### src/design/ccd_timing_defs.vh
`ifndef CCD_TIMING_DEFS_VH
`define CCD_TIMING_DEFS_VH

// Pixel period geometry.
`define EDGE_STEPS        6'd48
`define EDGE_LAST         6'd47
`define QUAD_SIZE         4'd12
`define EDGE_NONE         6'h3f
`define SYNC_DELAY        3'd7

// Register offsets.
`define REG_OUT_FORMAT    8'h03
`define REG_CLAMP_BASE    8'h20
`define REG_PRE_BLANK_PULSE_BASE     8'h30
`define REG_HORIZONTAL_BLANK_MASK     8'h43
`define REG_HORIZONTAL_BLANK_TOG0     8'h44
`define REG_HORIZONTAL_BLANK_TOG1     8'h47
`define REG_HORIZONTAL_BLANK_TOG2     8'h4a
`define REG_HORIZONTAL_BLANK_TOG3     8'h4d
`define REG_HORIZONTAL_BLANK_PTR      8'h50
`define REG_HORIZONTAL_BLANK_BND1     8'h51
`define REG_H1_CTRL       8'h60
`define REG_RG_CTRL       8'h61
`define REG_DRIVE         8'h62
`define REG_SAMPLE        8'h63
`define REG_OUT_PHASE     8'h64
`define REG_SYNC_EDGE     8'h65
`define REG_HCOUNT        8'h66
`define REG_LINE          8'h67

// Offsets inside a clamp or pre-blank group.
`define GRP_POL           4'h0
`define GRP_TOG_FIRST     4'h1
`define GRP_TOG_LAST      4'h4
`define GRP_PTR           4'h5
`define GRP_BND_FIRST     4'h6
`define GRP_BND_LAST      4'h8

// Output format fields.
`define FMT_TRISTATE      3
`define FMT_BYPASS        4
`define FMT_GRAY          5

// Reset values.
`define RST_OUT_FORMAT    6'h04
`define RST_POL           4'hf
`define RST_TOG           24'hffffff
`define RST_PTR           8'h00
`define RST_BND           12'hfff
`define RST_H1_CTRL       13'h1001
`define RST_RG_CTRL       13'h0801
`define RST_DRIVE         15'h0000
`define RST_SAMPLE        12'h024
`define RST_OUT_PHASE     6'h00
`define RST_SEQ_LVL       3'h3

`endif

### src/design/ccd_hclock_blank_timing.v
// Chosen here: the address-and-strobe port.
`timescale 1ns/100ps
`include "ccd_timing_defs.vh"
// Operation
// - Pixel period split into 48 edge steps.
// - Reset gate has programmable edges and inversion.
// - Polarity bit: 0 passes, 1 inverts.
// - Second and fourth clocks invert the first.
// - Edge settings six bits, 48 valid codes.
// - Four quadrants of twelve codes each.
// - Rise edge drives clocks one, three, gate.
// - Both sample strobes at own positions.
// - Three-bit drive codes, zero means off.
// - Data outputs change at programmed phase.
// - Pixel counter resets seven pixel periods after sync.
// - Format bit 3 tristates data outputs.
// - Format bit 4 makes output latch transparent.
// - Format bit 5 selects Gray coding.
// - Clamp, pre-blank: four sequences with polarity.
// - Toggle positions are twelve-bit pixel counts.
// - Blank sequences have toggles, no polarity.
// - Mask high holds clock one low, two high.
// - Sequences assignable per readout region.
// - Region zero at line 0, three boundaries.
// - Two-bit pointer picks sequence per region.
module ccd_hclock_blank_timing #(
	parameter DATA_W = 14
) (
	// Clock and reset
	input  wire              core_clk,
	input  wire              reset,
	// Register port
	input  wire [7:0]        reg_addr,
	input  wire [23:0]       reg_wdata,
	input  wire              reg_wr,
	input  wire              reg_rd,
	output reg  [23:0]       reg_rdata_q,
	// Sync inputs
	input  wire              line_sync_in,
	input  wire              frame_start,
	// Conversion data
	input  wire [DATA_W-1:0] adc_data,
	output reg  [DATA_W-1:0] data_out_q,
	output reg               data_oe_q,
	// CCD clocks
	output reg               horiz_clock_one,
	output reg               horiz_clock_two,
	output reg               horiz_clock_three,
	output reg               horiz_clock_four,
	output reg               reset_gate_out,
	output reg  [14:0]       drive_code_q,
	output reg  [4:0]        driver_oe_q,
	// Sample strobes
	output reg               reference_sample_strobe,
	output reg               signal_sample_strobe,
	// Line timing
	output reg               black_clamp_pulse_n,
	output reg               pre_blank_pulse_n,
	output reg               horizontal_blank
);
	// Edge code to position; unused codes map to a position the phase never reaches.
	function [5:0] edge_pos;
		input [5:0] code;
		begin
			if (code[3:0] >= `QUAD_SIZE) begin
				edge_pos = `EDGE_NONE;
			end else begin
				edge_pos = (code[5:4] * `QUAD_SIZE) + {2'b00, code[3:0]};
			end
		end
	endfunction

	// Region from line number against three boundaries.
	function [1:0] region_of;
		input [11:0] line;
		input [35:0] bnd;
		begin
			if (line < bnd[11:0]) begin
				region_of = 2'd0;
			end else if (line < bnd[23:12]) begin
				region_of = 2'd1;
			end else if (line < bnd[35:24]) begin
				region_of = 2'd2;
			end else begin
				region_of = 2'd3;
			end
		end
	endfunction

	// Configuration registers.
	reg [5:0]  out_format_q;
	reg [12:0] h1_ctrl_q;
	reg [12:0] rg_ctrl_q;
	reg [11:0] sample_ctrl_q;
	reg [5:0]  out_phase_q;
	reg        sync_edge_select_q;
	reg [3:0]  pol_q [0:2];
	reg [7:0]  ptr_q [0:2];
	reg [35:0] bnd_q [0:2];

	// Timing state.
	reg [5:0]  phase_q;
	reg [11:0] hcount_q;
	reg [11:0] line_q;
	reg        sync_prev_q;
	reg        sync_wait_q;
	reg [2:0]  sync_cnt_q;
	reg [2:0]  seq_lvl_q;
	reg [1:0]  cur_seq_q [0:2];

	wire       pixel_en = (phase_q == `EDGE_LAST);
	wire       line_start = sync_wait_q && pixel_en && (sync_cnt_q == `SYNC_DELAY - 3'd1);
	wire [7:0] rel = reg_addr - `REG_CLAMP_BASE;
	wire [7:0] rel_p = reg_addr - `REG_PRE_BLANK_PULSE_BASE;
	wire       in_clamp = (rel[7:4] == 4'h0);
	wire       in_pre_blank_pulse = (rel_p[7:4] == 4'h0);
	wire [3:0] grp_off = in_clamp ? rel[3:0] : rel_p[3:0];

	// Sequence toggle stores.
	reg        tog_wr [0:2];
	reg [1:0]  tog_wa [0:2];
	wire [23:0] tog_rd [0:2];
	integer g;
	integer gr;
	integer gs;

	always @* begin
		for (g = 0; g < 3; g = g + 1) begin
			tog_wr[g] = 1'b0;
			tog_wa[g] = 2'd0;
		end
		if (reg_wr && (in_clamp || in_pre_blank_pulse) &&
				grp_off >= `GRP_TOG_FIRST && grp_off <= `GRP_TOG_LAST) begin
			tog_wr[in_pre_blank_pulse ? 1 : 0] = 1'b1;
			tog_wa[in_pre_blank_pulse ? 1 : 0] = grp_off[1:0] - 2'd1;
		end
		case (reg_addr)
			`REG_HORIZONTAL_BLANK_TOG0: begin
				tog_wr[2] = reg_wr;
				tog_wa[2] = 2'd0;
			end
			`REG_HORIZONTAL_BLANK_TOG1: begin
				tog_wr[2] = reg_wr;
				tog_wa[2] = 2'd1;
			end
			`REG_HORIZONTAL_BLANK_TOG2: begin
				tog_wr[2] = reg_wr;
				tog_wa[2] = 2'd2;
			end
			`REG_HORIZONTAL_BLANK_TOG3: begin
				tog_wr[2] = reg_wr;
				tog_wa[2] = 2'd3;
			end
			default: begin
			end
		endcase
	end

	genvar k;
	generate
		for (k = 0; k < 3; k = k + 1) begin : seq_store
			seq_mem #(
				.WIDTH (24),
				.DEPTH (4),
				.AW    (2)
			) u_mem (
				.core_clk  (core_clk),
				.reset     (reset),
				.wr_en     (tog_wr[k]),
				.wr_addr   (tog_wa[k]),
				.wr_data   (reg_wdata),
				.rd_addr   (cur_seq_q[k]),
				.rd_data_q (tog_rd[k])
			);
		end
	endgenerate

	// Register writes.
	always @(posedge core_clk) begin
		if (reset) begin
			out_format_q       <= `RST_OUT_FORMAT;
			h1_ctrl_q          <= `RST_H1_CTRL;
			rg_ctrl_q          <= `RST_RG_CTRL;
			drive_code_q       <= `RST_DRIVE;
			sample_ctrl_q      <= `RST_SAMPLE;
			out_phase_q        <= `RST_OUT_PHASE;
			sync_edge_select_q <= 1'b0;
			for (gr = 0; gr < 3; gr = gr + 1) begin
				pol_q[gr] <= `RST_POL;
				ptr_q[gr] <= `RST_PTR;
				bnd_q[gr] <= {3{`RST_BND}};
			end
		end else if (reg_wr) begin
			if (in_clamp || in_pre_blank_pulse) begin
				case (grp_off)
					`GRP_POL: pol_q[in_pre_blank_pulse ? 1 : 0] <= reg_wdata[3:0];
					`GRP_PTR: ptr_q[in_pre_blank_pulse ? 1 : 0] <= reg_wdata[7:0];
					`GRP_BND_FIRST: bnd_q[in_pre_blank_pulse ? 1 : 0][11:0] <= reg_wdata[11:0];
					`GRP_BND_FIRST + 4'd1: bnd_q[in_pre_blank_pulse ? 1 : 0][23:12] <= reg_wdata[11:0];
					`GRP_BND_LAST: bnd_q[in_pre_blank_pulse ? 1 : 0][35:24] <= reg_wdata[11:0];
					default: begin
					end
				endcase
			end
			case (reg_addr)
				`REG_OUT_FORMAT: out_format_q <= reg_wdata[5:0];
				`REG_HORIZONTAL_BLANK_MASK:  pol_q[2] <= reg_wdata[3:0];
				`REG_HORIZONTAL_BLANK_PTR:   ptr_q[2] <= reg_wdata[7:0];
				`REG_HORIZONTAL_BLANK_BND1:  bnd_q[2][11:0] <= reg_wdata[11:0];
				`REG_HORIZONTAL_BLANK_BND1 + 8'd1: bnd_q[2][23:12] <= reg_wdata[11:0];
				`REG_HORIZONTAL_BLANK_BND1 + 8'd2: bnd_q[2][35:24] <= reg_wdata[11:0];
				`REG_H1_CTRL:    h1_ctrl_q <= reg_wdata[12:0];
				`REG_RG_CTRL:    rg_ctrl_q <= reg_wdata[12:0];
				`REG_DRIVE:      drive_code_q <= reg_wdata[14:0];
				`REG_SAMPLE:     sample_ctrl_q <= reg_wdata[11:0];
				`REG_OUT_PHASE:  out_phase_q <= reg_wdata[5:0];
				`REG_SYNC_EDGE:  sync_edge_select_q <= reg_wdata[0];
				default: begin
				end
			endcase
		end
	end

	// Register reads; toggle words are write-only since their store is busy serving the line.
	always @(posedge core_clk) begin
		if (reset) begin
			reg_rdata_q <= 24'h000000;
		end else if (reg_rd) begin
			reg_rdata_q <= 24'h000000;
			if (in_clamp || in_pre_blank_pulse) begin
				case (grp_off)
					`GRP_POL: reg_rdata_q <= {20'h00000, pol_q[in_pre_blank_pulse ? 1 : 0]};
					`GRP_PTR: reg_rdata_q <= {16'h0000, ptr_q[in_pre_blank_pulse ? 1 : 0]};
					`GRP_BND_FIRST: reg_rdata_q <= {12'h000, bnd_q[in_pre_blank_pulse ? 1 : 0][11:0]};
					`GRP_BND_FIRST + 4'd1: reg_rdata_q <= {12'h000, bnd_q[in_pre_blank_pulse ? 1 : 0][23:12]};
					`GRP_BND_LAST: reg_rdata_q <= {12'h000, bnd_q[in_pre_blank_pulse ? 1 : 0][35:24]};
					default: reg_rdata_q <= 24'h000000;
				endcase
			end
			case (reg_addr)
				`REG_OUT_FORMAT: reg_rdata_q <= {18'h00000, out_format_q};
				`REG_HORIZONTAL_BLANK_MASK:  reg_rdata_q <= {20'h00000, pol_q[2]};
				`REG_HORIZONTAL_BLANK_PTR:   reg_rdata_q <= {16'h0000, ptr_q[2]};
				`REG_HORIZONTAL_BLANK_BND1:  reg_rdata_q <= {12'h000, bnd_q[2][11:0]};
				`REG_HORIZONTAL_BLANK_BND1 + 8'd1: reg_rdata_q <= {12'h000, bnd_q[2][23:12]};
				`REG_HORIZONTAL_BLANK_BND1 + 8'd2: reg_rdata_q <= {12'h000, bnd_q[2][35:24]};
				`REG_H1_CTRL:    reg_rdata_q <= {11'h000, h1_ctrl_q};
				`REG_RG_CTRL:    reg_rdata_q <= {11'h000, rg_ctrl_q};
				`REG_DRIVE:      reg_rdata_q <= {9'h000, drive_code_q};
				`REG_SAMPLE:     reg_rdata_q <= {12'h000, sample_ctrl_q};
				`REG_OUT_PHASE:  reg_rdata_q <= {18'h00000, out_phase_q};
				`REG_SYNC_EDGE:  reg_rdata_q <= {23'h000000, sync_edge_select_q};
				`REG_HCOUNT:     reg_rdata_q <= {12'h000, hcount_q};
				`REG_LINE:       reg_rdata_q <= {12'h000, line_q};
				default: begin
				end
			endcase
		end
	end

	// Edge phase, line sync delay, pixel and line counters.
	always @(posedge core_clk) begin
		if (reset) begin
			phase_q     <= 6'd0;
			sync_prev_q <= 1'b1;
			sync_wait_q <= 1'b0;
			sync_cnt_q  <= 3'd0;
			hcount_q    <= 12'd0;
			line_q      <= 12'd0;
		end else begin
			phase_q     <= pixel_en ? 6'd0 : phase_q + 6'd1;
			sync_prev_q <= line_sync_in;
			if (sync_edge_select_q ? (!sync_prev_q && line_sync_in)
					: (sync_prev_q && !line_sync_in)) begin
				sync_wait_q <= 1'b1;
				sync_cnt_q  <= 3'd0;
			end else if (line_start) begin
				sync_wait_q <= 1'b0;
			end else if (sync_wait_q && pixel_en) begin
				sync_cnt_q <= sync_cnt_q + 3'd1;
			end
			if (line_start) begin
				hcount_q <= 12'd0;
			end else if (pixel_en) begin
				hcount_q <= hcount_q + 12'd1;
			end
			if (frame_start) begin
				line_q <= 12'd0;
			end else if (line_start) begin
				line_q <= line_q + 12'd1;
			end
		end
	end

	// Sequence selection per region and toggle state.
	always @(posedge core_clk) begin
		if (reset) begin
			// Clamp and pre-blank idle high, so no false pulse before the first line.
			seq_lvl_q <= `RST_SEQ_LVL;
			for (gs = 0; gs < 3; gs = gs + 1) begin
				cur_seq_q[gs] <= 2'd0;
			end
		end else begin
			for (gs = 0; gs < 3; gs = gs + 1) begin
				cur_seq_q[gs] <= ptr_q[gs][region_of(line_q, bnd_q[gs]) * 2 +: 2];
				if (line_start) begin
					// Blank starts inactive; clamp and pre-blank start at their polarity.
					seq_lvl_q[gs] <= (gs == 2) ? 1'b0 : pol_q[gs][cur_seq_q[gs]];
				end else if (pixel_en && (hcount_q == tog_rd[gs][11:0] ||
						hcount_q == tog_rd[gs][23:12])) begin
					seq_lvl_q[gs] <= ~seq_lvl_q[gs];
				end
			end
		end
	end

	// High speed clocks.
	wire h1_raw;
	wire rg_raw;
	edge_pulse u_h1 (
		.core_clk (core_clk),
		.reset    (reset),
		.phase    (phase_q),
		.rise_pos (edge_pos(h1_ctrl_q[6:1])),
		.fall_pos (edge_pos(h1_ctrl_q[12:7])),
		.level_q  (h1_raw)
	);
	edge_pulse u_rg (
		.core_clk (core_clk),
		.reset    (reset),
		.phase    (phase_q),
		.rise_pos (edge_pos(rg_ctrl_q[6:1])),
		.fall_pos (edge_pos(rg_ctrl_q[12:7])),
		.level_q  (rg_raw)
	);

	wire blank_mask = pol_q[2][cur_seq_q[2]];
	wire h1_pol = h1_raw ^ h1_ctrl_q[0];
	wire h1_val = seq_lvl_q[2] ? ~blank_mask : h1_pol;
	wire [DATA_W-1:0] coded = out_format_q[`FMT_GRAY] ?
		(adc_data ^ (adc_data >> 1)) : adc_data;

	always @(posedge core_clk) begin
		if (reset) begin
			horiz_clock_one         <= 1'b0;
			horiz_clock_two         <= 1'b1;
			horiz_clock_three       <= 1'b0;
			horiz_clock_four        <= 1'b1;
			reset_gate_out          <= 1'b0;
			driver_oe_q             <= 5'b00000;
			reference_sample_strobe <= 1'b0;
			signal_sample_strobe    <= 1'b0;
			black_clamp_pulse_n     <= 1'b1;
			pre_blank_pulse_n       <= 1'b1;
			horizontal_blank        <= 1'b0;
			data_out_q              <= {DATA_W{1'b0}};
			data_oe_q               <= 1'b0;
		end else begin
			horiz_clock_one   <= h1_val;
			horiz_clock_two   <= ~h1_val;
			horiz_clock_three <= h1_val;
			horiz_clock_four  <= ~h1_val;
			reset_gate_out    <= rg_raw ^ rg_ctrl_q[0];
			driver_oe_q[0]    <= |drive_code_q[2:0];
			driver_oe_q[1]    <= |drive_code_q[5:3];
			driver_oe_q[2]    <= |drive_code_q[8:6];
			driver_oe_q[3]    <= |drive_code_q[11:9];
			driver_oe_q[4]    <= |drive_code_q[14:12];
			reference_sample_strobe <= (phase_q == edge_pos(sample_ctrl_q[5:0]));
			signal_sample_strobe    <= (phase_q == edge_pos(sample_ctrl_q[11:6]));
			black_clamp_pulse_n <= seq_lvl_q[0];
			pre_blank_pulse_n   <= seq_lvl_q[1];
			horizontal_blank    <= seq_lvl_q[2];
			data_oe_q <= ~out_format_q[`FMT_TRISTATE];
			if (out_format_q[`FMT_BYPASS] ||
					phase_q == edge_pos(out_phase_q)) begin
				data_out_q <= coded;
			end
		end
	end
endmodule // ccd_hclock_blank_timing

### src/design/edge_pulse.v
`timescale 1ns/100ps
// Level that goes high at one edge position and low at another.
module edge_pulse (
	// Clock and reset
	input  wire       core_clk,
	input  wire       reset,
	// Timing
	input  wire [5:0] phase,
	input  wire [5:0] rise_pos,
	input  wire [5:0] fall_pos,
	output reg        level_q
);
	// A fall landing on the rise position wins, so equal settings give a quiet output.
	always @(posedge core_clk) begin
		if (reset) begin
			level_q <= 1'b0;
		end else if (phase == fall_pos) begin
			level_q <= 1'b0;
		end else if (phase == rise_pos) begin
			level_q <= 1'b1;
		end
	end
endmodule // edge_pulse

### src/design/seq_mem.v
`timescale 1ns/100ps
// Toggle-position store for one sequence family; read data is registered.
module seq_mem #(
	parameter WIDTH = 24,
	parameter DEPTH = 4,
	parameter AW    = 2
) (
	// Clock and reset
	input  wire             core_clk,
	input  wire             reset,
	// Write port
	input  wire             wr_en,
	input  wire [AW-1:0]    wr_addr,
	input  wire [WIDTH-1:0] wr_data,
	// Read port
	input  wire [AW-1:0]    rd_addr,
	output reg  [WIDTH-1:0] rd_data_q
);
	reg [WIDTH-1:0] mem_q [0:DEPTH-1];
	integer i;

	always @(posedge core_clk) begin
		if (reset) begin
			for (i = 0; i < DEPTH; i = i + 1) begin
				mem_q[i] <= {WIDTH{1'b1}};
			end
			rd_data_q <= {WIDTH{1'b1}};
		end else begin
			if (wr_en) begin
				mem_q[wr_addr] <= wr_data;
			end
			rd_data_q <= mem_q[rd_addr];
		end
	end
endmodule // seq_mem

### config.mk
export PLATFORM = sky130hd
export DESIGN_NAME = ccd_hclock_blank_timing
export DESIGN_NICKNAME = d
export VERILOG_FILES = /design/src/design/ccd_hclock_blank_timing.v /design/src/design/edge_pulse.v /design/src/design/seq_mem.v
export VERILOG_INCLUDE_DIRS = /design/src /design/src/design
export SDC_FILE = /design/constraint.sdc
export NUM_CORES = 1
export LEC_CHECK = 0
export BUFFER_PORTS_ARGS = -buffer_cell sky130_fd_sc_hd__buf_2
export CAP_MARGIN = 20
export CORE_MARGIN = 4
export CORE_UTILIZATION = 40
export DETAILED_ROUTE_END_ITERATION = 6
export GPL_ROUTABILITY_DRIVEN = 0
export SYNTH_ARGS = -nofsm -noshare
export SYNTH_HDL_FRONTEND = slang
export SYNTH_SLANG_ARGS = --single-unit
### constraint.sdc
create_clock -name core_clk -period 5.59 [get_ports core_clk]
set_clock_uncertainty 0.15 [all_clocks]
set_input_delay 1.118 -clock core_clk [delete_from_list [all_inputs] [get_ports core_clk]]
set_output_delay 1.118 -clock core_clk [all_outputs]
set_load 0.01 [all_outputs]
==> results.md <==
- Grt ovf: 0
- Slowest stage delay, CP: 620 ps
- Area of the multi-input gates: 0.01423 sq mm
- Port Buf Inserts: between 100 and 150
- Setup TNS: 0 ps
- Io pins: approximately 120
- Final setup fails: 0
- Vias in the first global route: 23610
- Buffers and inverters on the worst path: 3
- Via density: around 5.8
- Post-layout net count: between 3000 and 4000
- Worst slew pin tran: roughly 1200 ps
- Mean Syn Cell Area: ~11 sq um
- Commonest non-fill, non-tap cell in the layout: edfxtp_1
- Tmin final: roughly 4200 ps
- Peak supply drop: around 0.22 mV
- Library cells used by synthesis: 85
- DP HPWL: between 60 and 70 mm
- Most frequent CP cell: inv_1
- Final Core Density: 0.4531
- Largest net degree at the start of global routing: 75
- Reg clk slew, reported paths: roughly 60 ps
- Seq/Total Area, Yosys: 0.5275
- Yosys warns: 0
- Status: finished with violations
- Failing checks: design-rule violations
- EDFF count, synth: about 430
- Share of flip-flops with an asynchronous set or reset: 0
- DR iter-0 viols: ~3000
- GRT Util Overall: 0.2321
- RSZ-0062 raised after global routing: false
- Slew Viols, Final: 0
- Post-CTS sizing: 0
- WHS: approximately 320 ps
- Share of cells above drive strength 1: 0.1842
- Area of the core: roughly 0.082 sq mm
- DRC errors left: 7
- Final hold viol count: 0
- Skew-Pair Late Insertion Delay: about 630 ps
- Worst path required time: ~5700 ps
- CP Class: in -> reg
- Storage element area: approximately 0.018 sq mm
- Clock Path Buffers: 3
- Hold Path Origin: out_format_q[1]
- Vias: about 24000
- Fmax: 236.5 MHz
- 1st-pass router iterations: 7
- Final WL: 103.7 mm
- Die width: between 200 and 300 um
- Pleak: 13.53 nW
- Placed Cells: ~4000
- Starting Density: 0.4038
- Cell at the root of the clock tree: clkbuf_16
- Total CTS buffers: 74
- Mapped Area: between 0.03 and 0.04 sq mm
- Post-DR wirelength/cell: 24.88 um
- Reg2reg start: line_q[1]
- Worst path slowest cell: or2_2
- Crit path DAT: 4330 ps
- CTS tree: done
- Final period utilization: 0.7563
- CP cell instances: buf_2 > inv_1 > ha_1 > inv_1 > a2111oi_2 > nand4_1 > nor4_4 > or2_2
- Slew margin rel.: 0.1962
- Die area: about 0.088 sq mm
- Worst Path Max Fanout: 24
- Initial antenna violation count: 10
- Synthesis-to-layout area growth: 12.20%
- Total of max-cap violations: 0
- Height of the die: roughly 300 um
- CP top delay family: simple AND/OR/NAND/NOR gates
- Gate count of the mapped netlist: ~3000
- Fillcell total: about 7400
- Most frequent cells in the layout: 432 x edfxtp_1, 248 x nand2_1, 231 x nand2b_1, 224 x dfxtp_1, 168 x or2_2
- Htree depth: 3
- Hold Crit Class: reg -> reg
- Post-DRT Antenna Nets: 0
- Power per cell area: roughly 300 mW/mm^2
- Rows: approximately 110
- CP Capture Type: flip-flop
- Final cell count without fillers: between 4000 and 5000
- # hold bufs at CTS: 0
- Main flop type after synthesis: edfxtp_1
- Post-CTS Setup Inserts: 0
- Global-route wire length before repair: 152.1 mm
- Critical Path Start: reg_addr[0]
- Clock sinks: around 660
- Synth Register Bits: roughly 660
- Startpoint types: primary input
==> final timing paths <==
kind                                     endpoint  slack (ps)  depth (start not counted)
hold / removal                    out_format_q[1]         320                          2
setup / recovery  seq_store[0].u_mem.mem_q[2][17]        1360                          8
setup reg to reg                  cur_seq_q[0][4]        2410                          6
hold reg to reg                   out_format_q[1]         320                          2
==> per-layer routing <==
layer,part of all wire,global-route usage
met3,0.092,0.04478
met2,0.45,0.3672
met4,0.041,0.09093
met5,0.00014,0
met1,0.41,0.3168
==> power by group <==
part | internal, mW | total, mW | switching (mW)
Sequential | 5.42 | 5.56 | 0.140
Combinational | 0.309 | 0.779 | 0.470
Clock | 2.84 | 4.88 | 2.04
Total | 8.57 | 11.2 | 2.65
==> synth_stat cells, types with 6 or more instances <==
| master | instances | area share |
|---|---|---|
| nand3_1 | 90 | 0.014 |
| nor2b_1 | 8 | 0.0015 |
| or3_1 | 72 | 0.014 |
| fa_1 | 7 | 0.0042 |
| dfxtp_1 | 227 | 0.14 |
| buf_1 | 16 | 0.0018 |
| and2_1 | 27 | 0.0051 |
| o21ai_0 | 68 | 0.010 |
| inv_1 | 155 | 0.018 |
| buf_4 | 14 | 0.0032 |
| nand2b_1 | 231 | 0.044 |
| clkbuf_1 | 159 | 0.018 |
| nor2_1 | 125 | 0.014 |
| xor2_1 | 41 | 0.011 |
| o22ai_1 | 18 | 0.0034 |
| a22oi_1 | 46 | 0.010 |
| edfxtp_1 | 432 | 0.39 |
| a2111oi_0 | 7 | 0.0018 |
| mux4_2 | 75 | 0.051 |
| a211oi_1 | 29 | 0.0066 |
| nand2_1 | 248 | 0.028 |
| o211ai_1 | 8 | 0.0018 |
| a211o_1 | 6 | 0.0016 |
| o311a_1 | 15 | 0.0045 |
| or2_2 | 168 | 0.032 |
| xnor2_1 | 103 | 0.027 |
| mux2i_1 | 27 | 0.0081 |
| a21o_1 | 18 | 0.0041 |
| and3_1 | 18 | 0.0034 |
| nor3_1 | 48 | 0.0072 |
| nor3b_1 | 6 | 0.0014 |
| a222oi_1 | 15 | 0.0045 |
| buf_2 | 43 | 0.0065 |
| a22o_1 | 11 | 0.0029 |
| nand4_1 | 33 | 0.0062 |
| o21a_1 | 10 | 0.0023 |
| a21oi_1 | 132 | 0.020 |
| a221oi_1 | 11 | 0.0029 |
| ha_1 | 139 | 0.052 |
| a31oi_1 | 11 | 0.0021 |
==> cell families after synthesis <==
family / after synthesis / synth area share
AOI/OAI and AO/OA: 444 / 0.09009
xor gates and xnor gates: 144 / 0.03798
adders and majority gates: 146 / 0.05659
buffers and inverters: 389 / 0.04717
DFF: 659 / 0.5275
muxes: 104 / 0.05968
other: 1 / 0.0001129
and+or+nand+nor: 1115 / 0.1809
==> worst register-to-register path, cell delays in order (launching register included) <==
cell and delay, ps:
dfxtp_1 700, ha_1 340, a2111oi_0 430, nor4_1 90, or4_1 570, o311a_1 190, o32ai_1 560
==> registers in the layout, summed over array words and instances (netlist names), 3 cells and up <==
signal	cells
ptr_q	24
driver_oe_q	5
sample_ctrl_q	12
h1_ctrl_q	13
seq_lvl_q	3
phase_q	6
seq_store.u_mem.mem_q	288
reg_rdata_q	15
hcount_q	12
data_out_q	14
out_phase_q	6
bnd_q	108
seq_store.u_mem.rd_data_q	72
out_format_q	6
cur_seq_q	6
line_q	12
rg_ctrl_q	13
drive_code_q	15
pol_q	12
sync_cnt_q	3
==> layout make-up <==
type,count,share of cell area
Multi-Input combinational cell,1962,0.3818
Clock buffer,99,0.05608
Tap cell,1070,0.03593
Timing Repair Buffer,178,0.03002
Antenna cell,2,0.0001343
Clock inverter,39,0.009973
Sequential cell,659,0.4702
Inverter,157,0.01582
==> per-stage QoR <==
step	cell area [sq um]	setup WS, ps	power [mW]
after global routing	37250	1225	11.58
after CTS	37160	1442	11.29
final	37260	1362	11.22
after floorplan	33240	497.7	6.113
after global placement	34700	1015	6.399
after detailed placement	34700	788.1	6.425
No activity file was read; power rests on OpenSTA's default activity.
